## src/tsf_pkg.sv

```systemverilog
// Package of constants, types and register map for the TDM stream frame timing block
package tsf_pkg;

  // ==========================================================
  // Stream counts and widths
  localparam int TSF_STREAMS = 32;
  localparam int TSF_POS_W = 11;
  localparam int TSF_ADDR_W = 12;

  // ==========================================================
  // Register byte addresses
  localparam logic [11:0] TSF_CONTROL_REGISTER = 12'h000;
  localparam logic [11:0] TSF_INTERNAL_MODE_SELECT = 12'h004;
  localparam logic [11:0] TSF_STATUS = 12'h008;
  localparam logic [4:0] TSF_STREAM_IN_CTRL_PAGE = 5'h02;   // 0x100..0x17c
  localparam logic [4:0] TSF_STREAM_OUT_CTRL_PAGE = 5'h03;  // 0x180..0x1fc

  // ==========================================================
  // Field positions
  localparam int TSF_FP_POLARITY_BIT = 0;
  localparam int TSF_FP_POSITION_BIT = 1;
  localparam int TSF_CLOCK_EDGE_BIT = 2;
  localparam int TSF_BIDIR_HI_BIT = 7;
  localparam int TSF_BIDIR_LO_BIT = 6;

  // ==========================================================
  // Reset values and answers
  localparam logic [1:0] TSF_RATE_RESET = 2'h0;
  localparam logic [7:0] TSF_PATTERN_RESET = 8'hff;
  localparam logic [1:0] TSF_RESP_OKAY = 2'h0;
  localparam logic [1:0] TSF_RESP_SLVERR = 2'h2;
  localparam logic [2:0] TSF_LAST_BIT = 3'h7;

  // ==========================================================
  // Stream rates and input clock codes (log2 of rate over 2.048 Mbps)
  typedef enum logic [1:0] {
    TSF_RATE_2M048 = 2'b00,
    TSF_RATE_4M096 = 2'b01,
    TSF_RATE_8M192 = 2'b10,
    TSF_RATE_16M384 = 2'b11
  } tsf_rate_t;
  localparam logic [1:0] TSF_CLK_16M384 = 2'h3;

  // ==========================================================
  // Packed control fields
  typedef struct packed {
    logic clock_edge_sel;            // 1: rising edge marks the frame boundary
    logic frame_pulse_position_sel;  // 1: GCI placement
    logic frame_pulse_polarity_sel;  // 1: active-high pulse
  } tsf_ctrl_t;

  typedef struct packed {
    logic bidir_sel_hi;  // Streams 16..31 bidirectional
    logic bidir_sel_lo;  // Streams 0..15 bidirectional
  } tsf_ims_t;

endpackage

```

## src/tsf_frame_timing.sv

```systemverilog
// Frame boundary finder and per-stream serial timing with an AXI4-Lite register slave
//
// Our own choices: the register addresses and register access over AXI4-Lite.
module tsf_frame_timing
#(
  parameter logic [1:0] CLK_CODE = tsf_pkg::TSF_CLK_16M384  // Input clock code, 3 = 16.384 MHz
)
(
  // Clock and reset
  input wire logic clk_in,
  input wire logic arst_n_in,
  // TDM link pins
  input wire logic tdm_clock_in,
  input wire logic frame_pulse_in,
  input wire logic [tsf_pkg::TSF_STREAMS-1:0] serial_in_streams_in,
  input wire logic [tsf_pkg::TSF_STREAMS-1:0] serial_out_streams_in,
  output logic [tsf_pkg::TSF_STREAMS-1:0] serial_out_streams_out,
  output logic [tsf_pkg::TSF_STREAMS-1:0] serial_out_streams_oe_out,
  output logic frame_boundary_out,
  // AXI4-Lite write channels
  input wire logic [tsf_pkg::TSF_ADDR_W-1:0] s_axi_awaddr_in,
  input wire logic s_axi_awvalid_in,
  output logic s_axi_awready_out,
  input wire logic [31:0] s_axi_wdata_in,
  input wire logic [3:0] s_axi_wstrb_in,
  input wire logic s_axi_wvalid_in,
  output logic s_axi_wready_out,
  output logic [1:0] s_axi_bresp_out,
  output logic s_axi_bvalid_out,
  input wire logic s_axi_bready_in,
  // AXI4-Lite read channels
  input wire logic [tsf_pkg::TSF_ADDR_W-1:0] s_axi_araddr_in,
  input wire logic s_axi_arvalid_in,
  output logic s_axi_arready_out,
  output logic [31:0] s_axi_rdata_out,
  output logic [1:0] s_axi_rresp_out,
  output logic s_axi_rvalid_out,
  input wire logic s_axi_rready_in
);
  import tsf_pkg::*;

  // ==========================================================
  // Helper functions
  // Tdm clock cycles per bit as a shift; a rate above the clock is clamped to one cycle per bit
  function automatic logic [1:0] bit_shift(input logic [1:0] rate);
    bit_shift = (CLK_CODE > rate) ? 2'(CLK_CODE - rate) : 2'h0;
  endfunction

  // True when the frame cycle count starts a new bit for this rate
  function automatic logic bit_tick(input logic [TSF_POS_W-1:0] cyc, input logic [1:0] rate);
    logic [TSF_POS_W-1:0] mask;
    mask = TSF_POS_W'((11'h1 << bit_shift(rate)) - 11'h1);
    bit_tick = (cyc & mask) == 11'h0;
  endfunction

  // Last bit position of a frame: channels (32 << rate) times eight bits, minus one
  function automatic logic [TSF_POS_W-1:0] last_pos(input logic [1:0] rate);
    last_pos = TSF_POS_W'((12'h100 << rate) - 12'h1);
  endfunction

  // ==========================================================
  // Registers seen by software
  tsf_ctrl_t ctrl;                            // Pulse polarity, placement, clock edge
  tsf_ims_t internal_mode_select;                              // Bidirectional selections
  logic [1:0] in_rate [TSF_STREAMS];          // Per input stream rate
  logic [1:0] out_rate [TSF_STREAMS];         // Per output stream rate
  logic [7:0] out_pattern [TSF_STREAMS];      // Byte repeated in every output channel
  logic [7:0] in_byte [TSF_STREAMS];          // Last complete byte received
  logic [15:0] frame_count;                   // Frames seen since reset

  // ==========================================================
  // Synchronisers: stage one is read only by stage two
  logic [1:0] ck_sync;
  logic [1:0] fp_sync;
  logic [TSF_STREAMS-1:0] sin_sync1, sin_sync2;
  logic [TSF_STREAMS-1:0] sio_sync1, sio_sync2;
  logic ck_prev;                              // Last stable clock level, for edge finding

  // Two flip-flops on every pin from the link side
  always_ff @(posedge clk_in or negedge arst_n_in)
  begin
    if (!arst_n_in)
    begin
      ck_sync <= 2'h0;
      fp_sync <= 2'h0;
      sin_sync1 <= 32'h0;
      sin_sync2 <= 32'h0;
      sio_sync1 <= 32'h0;
      sio_sync2 <= 32'h0;
      ck_prev <= 1'b0;
    end
    else
    begin
      ck_sync <= {ck_sync[0], tdm_clock_in};
      fp_sync <= {fp_sync[0], frame_pulse_in};
      sin_sync1 <= serial_in_streams_in;
      sin_sync2 <= sin_sync1;
      sio_sync1 <= serial_out_streams_in;
      sio_sync2 <= sio_sync1;
      ck_prev <= ck_sync[1];
    end
  end

  // ==========================================================
  // Edge and frame boundary decode
  wire ck_rise = ck_sync[1] & ~ck_prev;
  wire ck_fall = ~ck_sync[1] & ck_prev;
  wire ref_edge = ctrl.clock_edge_sel ? ck_rise : ck_fall;
  // Default pulse is active low; the polarity bit turns it round
  wire fp_active = ctrl.frame_pulse_polarity_sel ? fp_sync[1] : ~fp_sync[1];
  logic fp_seen;                              // Pulse level at the previous reference edge
  // Default placement: boundary at the first edge that sees the pulse straddling it;
  // GCI placement: pulse lies after the boundary, so the boundary is the edge that sees it end
  wire boundary_st = fp_active & ~fp_seen;
  wire boundary_gci = ~fp_active & fp_seen;
  wire boundary = ref_edge & (ctrl.frame_pulse_position_sel ? boundary_gci : boundary_st);
  logic [TSF_POS_W-1:0] frame_cyc;            // Tdm clock cycles since boundary
  wire [TSF_POS_W-1:0] next_frame_cyc = boundary ? 11'h0 : TSF_POS_W'(frame_cyc + 11'h1);

  // Frame cycle counter and boundary strobe; a missing pulse lets the counter run free
  always_ff @(posedge clk_in or negedge arst_n_in)
  begin
    if (!arst_n_in)
    begin
      fp_seen <= 1'b0;
      frame_cyc <= 11'h0;
      frame_count <= 16'h0;
      frame_boundary_out <= 1'b0;
    end
    else
    begin
      frame_boundary_out <= boundary;
      if (ref_edge)
      begin
        fp_seen <= fp_active;
        frame_cyc <= next_frame_cyc;
      end
      if (boundary)
      begin
        frame_count <= 16'(frame_count + 16'h1);
      end
    end
  end

  // ==========================================================
  // Per-stream bit and channel counters and serial data
  logic [TSF_POS_W-1:0] in_pos [TSF_STREAMS];
  logic [TSF_POS_W-1:0] out_pos [TSF_STREAMS];
  logic [7:0] in_shift [TSF_STREAMS];
  wire [TSF_STREAMS-1:0] bidir = {{16{internal_mode_select.bidir_sel_hi}}, {16{internal_mode_select.bidir_sel_lo}}};
  // A bidirectional stream listens on its output pin, and its input pin is ignored
  wire [TSF_STREAMS-1:0] rx_bits = (sio_sync2 & bidir) | (sin_sync2 & ~bidir);

  // Each stream keeps its own counters so that rates never interact.
  // The boundary edge also ends the last bit of the old frame, so it samples before restarting.
  always_ff @(posedge clk_in or negedge arst_n_in)
  begin
    if (!arst_n_in)
    begin
      for (int i = 0; i < TSF_STREAMS; i++)
      begin
        in_pos[i] <= 11'h0;
        out_pos[i] <= 11'h0;
        in_shift[i] <= 8'h0;
        in_byte[i] <= 8'h0;
      end
    end
    else if (ref_edge)
    begin
      for (int i = 0; i < TSF_STREAMS; i++)
      begin
        // Sample at the end of each input bit, then advance; wrap after the last bit of the frame
        if (bit_tick(next_frame_cyc, in_rate[i]))
        begin
          in_shift[i] <= {in_shift[i][6:0], rx_bits[i]};
          if (in_pos[i][2:0] == TSF_LAST_BIT)
          begin
            in_byte[i] <= {in_shift[i][6:0], rx_bits[i]};
          end
          in_pos[i] <= (boundary || in_pos[i] == last_pos(in_rate[i])) ? 11'h0
            : TSF_POS_W'(in_pos[i] + 11'h1);
        end
        if (bit_tick(next_frame_cyc, out_rate[i]))
        begin
          out_pos[i] <= (boundary || out_pos[i] == last_pos(out_rate[i])) ? 11'h0
            : TSF_POS_W'(out_pos[i] + 11'h1);
        end
      end
    end
  end

  // Output pins: pattern bit of the current position, most significant first
  always_ff @(posedge clk_in or negedge arst_n_in)
  begin
    if (!arst_n_in)
    begin
      serial_out_streams_out <= 32'h0;
      serial_out_streams_oe_out <= 32'h0;
    end
    else
    begin
      for (int i = 0; i < TSF_STREAMS; i++)
      begin
        serial_out_streams_out[i] <= out_pattern[i][~out_pos[i][2:0]];
      end
      serial_out_streams_oe_out <= ~bidir;
    end
  end

  // ==========================================================
  // AXI4-Lite write path
  logic aw_full, w_full;
  logic [TSF_ADDR_W-1:0] aw_addr;
  logic [31:0] w_data;
  logic [3:0] w_strb;
  wire aw_hs = s_axi_awvalid_in & s_axi_awready_out;
  wire w_hs = s_axi_wvalid_in & s_axi_wready_out;
  wire do_write = aw_full & w_full & ~s_axi_bvalid_out;
  wire next_bvalid = (s_axi_bvalid_out & ~s_axi_bready_in) | do_write;
  wire next_aw_full = (aw_full | aw_hs) & ~do_write;
  wire next_w_full = (w_full | w_hs) & ~do_write;
  wire [4:0] w_idx = aw_addr[6:2];
  wire w_ctrl = aw_addr == TSF_CONTROL_REGISTER;
  wire w_ims = aw_addr == TSF_INTERNAL_MODE_SELECT;
  wire w_stat = aw_addr == TSF_STATUS;
  wire w_sin = (aw_addr[11:7] == TSF_STREAM_IN_CTRL_PAGE) & (aw_addr[1:0] == 2'h0);
  wire w_sout = (aw_addr[11:7] == TSF_STREAM_OUT_CTRL_PAGE) & (aw_addr[1:0] == 2'h0);
  wire w_hit = w_ctrl | w_ims | w_stat | w_sin | w_sout;  // Status ignores writes

  // Channel handshakes; one write outstanding at a time
  always_ff @(posedge clk_in or negedge arst_n_in)
  begin
    if (!arst_n_in)
    begin
      aw_full <= 1'b0;
      w_full <= 1'b0;
      aw_addr <= 12'h0;
      w_data <= 32'h0;
      w_strb <= 4'h0;
      s_axi_awready_out <= 1'b0;
      s_axi_wready_out <= 1'b0;
      s_axi_bvalid_out <= 1'b0;
      s_axi_bresp_out <= TSF_RESP_OKAY;
    end
    else
    begin
      if (aw_hs)
      begin
        aw_addr <= s_axi_awaddr_in;
      end
      if (w_hs)
      begin
        w_data <= s_axi_wdata_in;
        w_strb <= s_axi_wstrb_in;
      end
      if (do_write)
      begin
        s_axi_bresp_out <= w_hit ? TSF_RESP_OKAY : TSF_RESP_SLVERR;
      end
      aw_full <= next_aw_full;
      w_full <= next_w_full;
      s_axi_bvalid_out <= next_bvalid;
      s_axi_awready_out <= ~next_aw_full & ~next_bvalid;
      s_axi_wready_out <= ~next_w_full & ~next_bvalid;
    end
  end

  // Register updates; low byte holds mode bits, byte one the output pattern
  always_ff @(posedge clk_in or negedge arst_n_in)
  begin
    if (!arst_n_in)
    begin
      ctrl <= '0;
      internal_mode_select <= '0;
      for (int i = 0; i < TSF_STREAMS; i++)
      begin
        in_rate[i] <= TSF_RATE_RESET;
        out_rate[i] <= TSF_RATE_RESET;
        out_pattern[i] <= TSF_PATTERN_RESET;
      end
    end
    else if (do_write)
    begin
      if (w_ctrl & w_strb[0])
      begin
        ctrl <= w_data[2:0];
      end
      if (w_ims & w_strb[0])
      begin
        internal_mode_select <= {w_data[TSF_BIDIR_HI_BIT], w_data[TSF_BIDIR_LO_BIT]};
      end
      if (w_sin & w_strb[0])
      begin
        in_rate[w_idx] <= w_data[1:0];
      end
      if (w_sout & w_strb[0])
      begin
        out_rate[w_idx] <= w_data[1:0];
      end
      if (w_sout & w_strb[1])
      begin
        out_pattern[w_idx] <= w_data[15:8];
      end
    end
  end

  // ==========================================================
  // AXI4-Lite read path
  wire ar_hs = s_axi_arvalid_in & s_axi_arready_out;
  wire next_rvalid = (s_axi_rvalid_out & ~s_axi_rready_in) | ar_hs;
  wire [4:0] r_idx = s_axi_araddr_in[6:2];
  wire r_ctrl = s_axi_araddr_in == TSF_CONTROL_REGISTER;
  wire r_ims = s_axi_araddr_in == TSF_INTERNAL_MODE_SELECT;
  wire r_stat = s_axi_araddr_in == TSF_STATUS;
  wire r_sin = (s_axi_araddr_in[11:7] == TSF_STREAM_IN_CTRL_PAGE) & (s_axi_araddr_in[1:0] == 2'h0);
  wire r_sout = (s_axi_araddr_in[11:7] == TSF_STREAM_OUT_CTRL_PAGE) & (s_axi_araddr_in[1:0] == 2'h0);
  wire r_hit = r_ctrl | r_ims | r_stat | r_sin | r_sout;
  wire [31:0] r_value =
    r_ctrl ? {29'h0, ctrl} :
    r_ims ? {24'h0, internal_mode_select, 6'h0} :
    r_stat ? {16'h0, frame_count} :
    r_sin ? {16'h0, in_byte[r_idx], 6'h0, in_rate[r_idx]} :
    r_sout ? {16'h0, out_pattern[r_idx], 6'h0, out_rate[r_idx]} : 32'h0;

  // Read data captured at the address handshake, held until taken
  always_ff @(posedge clk_in or negedge arst_n_in)
  begin
    if (!arst_n_in)
    begin
      s_axi_arready_out <= 1'b0;
      s_axi_rvalid_out <= 1'b0;
      s_axi_rdata_out <= 32'h0;
      s_axi_rresp_out <= TSF_RESP_OKAY;
    end
    else
    begin
      if (ar_hs)
      begin
        s_axi_rdata_out <= r_value;
        s_axi_rresp_out <= r_hit ? TSF_RESP_OKAY : TSF_RESP_SLVERR;
      end
      s_axi_rvalid_out <= next_rvalid;
      s_axi_arready_out <= ~next_rvalid;
    end
  end

endmodule

```

## config.mk

```make
export PLATFORM = sky130hd
export DESIGN_NAME = tsf_frame_timing
export DESIGN_NICKNAME = d
export VERILOG_FILES = /design/src/tsf_pkg.sv /design/src/tsf_frame_timing.sv
export SDC_FILE = /design/constraint.sdc
export NUM_CORES = 2
export LEC_CHECK = 0
export BUFFER_PORTS_ARGS = -buffer_cell sky130_fd_sc_hd__clkbuf_2
export CELL_PAD_IN_SITES_DETAIL_PLACEMENT = 1
export CELL_PAD_IN_SITES_GLOBAL_PLACEMENT = 1
export CORE_AREA = 2 2 414 416
export CTS_BUF_LIST = sky130_fd_sc_hd__clkbuf_2 sky130_fd_sc_hd__clkbuf_4 sky130_fd_sc_hd__clkbuf_8
export DETAILED_ROUTE_END_ITERATION = 8
export DIE_AREA = 0 0 416 418
export GPL_TIMING_DRIVEN = 1
export PLACE_DENSITY_LB_ADDON = 0.1
export SYNTH_ARGS = -nofsm -noshare
export SYNTH_HDL_FRONTEND = slang
export SYNTH_SLANG_ARGS = --single-unit
```

## constraint.sdc

```tcl
create_clock -name clk_in -period 7.6 [get_ports clk_in]
set_input_delay 0.76 -clock clk_in [delete_from_list [all_inputs] [get_ports clk_in]]
set_output_delay 0.76 -clock clk_in [all_outputs]
set_load 0.05 [all_outputs]
```

==> impl_metrics.toml <==
[outcome]
status = "finished clean"

[power_and_ir_drop]
pwr-share-comb = 0.154
p_int_mw = 18.2
p_seq_frac = 0.477
power.switching_fraction = 0.324
leakagePower_nw = 47.7
clock_power_share = 0.369
finalPower_mw = 27.0
p_sw_mw = 8.74
ir_drop_uv = 233
p_per_area_nw_per_um2 = 260

[clocking]
cts_tree = "done"
cts_buffer_depth = 4
cts-root-buf = "clkbuf_8"
ctsResizeCount = 0
clkLatencyLatePin_ns = 1.07
cts_hold_buf = 98
cts_sinks = 1818
post_cts_buffers = 0
cts_buffers = 328
h-tree-depth = 5
cts.clk_slew.worst_paths_ns = 0.06

[synth]
synth_ff_type = "dfrtp_1"
ys_seq_elements = 1818
syn_inst = 8505
avgSynthCellArea_sq_um = 10.9
synth_warnings = 0
synth_top_family_by_area = "multiplexers"
async_flop_share = 1.00
synth-seq-area-share = 0.494
yosys.area_share.simple = 0.154
yosysUniqueCellTypes = 90
synth_xor_area_frac = 0.00808
synth_fa_ha_area_frac = 0.0218
synth_mux_area_frac = 0.155
synth_compound_area_frac = 0.138
synth_area_sq_um = 92800
synth_edf_count = 0

[critical_path]
crit_fanout = 33
critPathKind = "flip-flop to flip-flop"
critical_path_arrival_ns = 5.27
cp-end-kind = "flip-flop"
required_ns = 8.53
cp-start-kind = "flip-flop"

[sta]
fmax_mhz = 230
slew_viol_final = 0
finalCritPeriodShare = 0.571
skew_ns = 0.0592
relSlewSlack = 0.132
fin_crit_ns = 4.34
fin_tns_setup_ns = 0
rsz0062_at_grt = "false"
hold_violations = 0
setup_ws_ns = 3.26
setup_viol = 0
worstMarginPinSlew_ns = 1.30

[floorplan]
pin_count = 239
die_h_microns = 418
num_rows = 151
coreArea_sq_um = 169000
die_area_sq_um = 174000
start_util = 0.549
die_w_microns = 416

[finish]
multi_input_area_sq_um = 44400
area_growth_pct = 11.9
drive_gt1_frac = 0.256
final_core_utilization = 0.614
stdcell_area_sq_um = 104000
seqCellArea_sq_um = 45800
nets = 9145
fillers = 17600

[routing]
num_vias = 74200
detail_route.iter0.violations = 5799
drc = 0
viasPerCell = 6.56
first_pass_iters = 5
ant_nets = 0
wirelength_mm = 307
wl_per_cell_microns = 27.2

[place]
hpwl_mm = 203
port_buffers = 199
place_area_sq_um = 95900
gp_congestion = 0.929
dp_slack_ns = 3.38

[global_route]
grt_max_degree = 181
grt-ovfl-total = 0
first_global_vias = 78400
grtUsageTotal = 0.352
grt_pass1_wl_mm = 473
antenna_found_initial = 5

[run]
drv_cap = 0

[worst_hold_path]
hold_class = "input port to flip-flop"
logic make-up (layout without fill, tap and decap cells):
group | after synthesis | in the layout
xor+xnor | 83 | 83
other cells | 1 | 23
mux | 1088 | 1088
simple gates | 2899 | 2899
compound gates | 1838 | 1838
buf+inv | 616 | 1179
flops | 1818 | 1818
fa+ha+maj | 162 | 162
state kept, by name (all words and copies together), names as in the netlist, 32 cells and up:
name / count
in_pos: 352
out_pos: 352
in_byte: 256
out_pattern: 256
in_shift: 224
in_rate: 64
out_rate: 64
serial_out_streams_out: 32
sin_sync1: 32
sin_sync2: 32
sio_sync1: 32
sio_sync2: 32
worst max-delay path, stage by stage, from the launching register on:
cell,delay [ns]
dfrtp_4,0.83
nand3_2,0.37
xnor2_4,0.69
buf_12,0.36
a221oi_1,0.18
o211ai_1,0.93
buf_4,0.36
nand2b_1,0.31
o21ai_0,0.14
power by group through the flow:
| stage | Sequential [mW] | Clock, mW | Combinational [mW] |
|---|---|---|---|
| after floorplan | 12.0 | 0 | 2.80 |
| after global placement | 12.8 | 0 | 3.77 |
| after detailed placement | 12.9 | 0 | 4.03 |
| after CTS | 12.8 | 10.1 | 4.12 |
| after global routing | 13.0 | 10.5 | 4.55 |
| final | 12.9 | 9.94 | 4.16 |
cells in the final DEF, fill, tap and decap left out, drive strengths merged, types with 75 or more instances in the layout:
cell,n
a21oi,100
a22o,252
and2,97
and3,291
buf,121
clkbuf,709
dfrtp,1562
dfstp,256
dlygate4sd3,98
ha,162
inv,202
mux2,790
mux2i,96
mux4,202
nand2,1010
nand3,341
nand4,75
nor2,475
nor2b,186
nor3,82
o21ai,663
o31ai,184
or2,79
stage by stage:
stage / hold WS (ns) / instances
floorplan: 0.331 / 8522
global placement: 0.332 / 10600
detailed placement: 0.336 / 10600
CTS: 0.0924 / 11300
global route: 0.157 / 11300
finish: 0.175 / 11300
cell usage after synthesis (42+ instances only):
cell type  number  area, sq um
nand3_1       332         1660
nor3_1         81          405
dfstp_2       256         6730
mux4_2        202         4550
a31oi_1        42          263
nand4_1        75          469
buf_2          98          490
nand2b_1       52          325
ha_1          162         2030
o21ai_0       642         3210
nand2_1      1010         3790
xnor2_1        53          464
clkbuf_1      217          815
and2_1         97          607
nor2b_1       186         1160
buf_4          62          465
inv_1         199          747
o211ai_1       64          480
nor4b_1        46          403
a22oi_1        66          495
nor2_1        474         1780
mux2_2        787         8860
or2_2          67          419
o31ai_1       184         1380
dfrtp_1      1562        39100
o22ai_1        43          269
a21oi_1       100          500
and3_1        291         1820
mux2i_1        96          961
a22o_1        252         2210
path summary, 6_finish.rpt:
check,start,endpoint,slack (ns),depth (start not counted)
max in group asynchronous,arst_n_in,out_pos[224],5.32,4
hold reg to reg,sin_sync1[30],sin_sync2[30],0.34,0
min in group asynchronous,arst_n_in,out_pos[28],0.25,2
setup reg to reg,frame_cyc[0],in_pos[214],3.26,8
setup / recovery,frame_cyc[0],in_pos[214],3.26,8
hold / removal,s_axi_araddr_in[8],s_axi_rresp_out[1],0.17,3
per-layer routing:
| metal | share of wire | vias to the layer above | GRT usage |
|---|---|---|---|
| met2 | 0.47 | 2489 | 0.561 |
| met5 | 0.000042 | - | 0 |
| met3 | 0.064 | 912 | 0.0609 |
| met1 | 0.40 | 38700 | 0.451 |
| li1 | - | 32100 | - |
| met4 | 0.067 | 2 | 0.215 |
area by class of cell:
type | count | area share
Antenna cell | 5 | 0.000121
Clock buffer | 514 | 0.0612
Clock inverter | 51 | 0.00533
Inverter | 200 | 0.00731
Multi-Input combinational cell | 6088 | 0.428
Sequential cell | 1818 | 0.442
Tap cell | 2218 | 0.0267
Timing Repair Buffer | 414 | 0.0296
(Power assumes the default switching activity.)
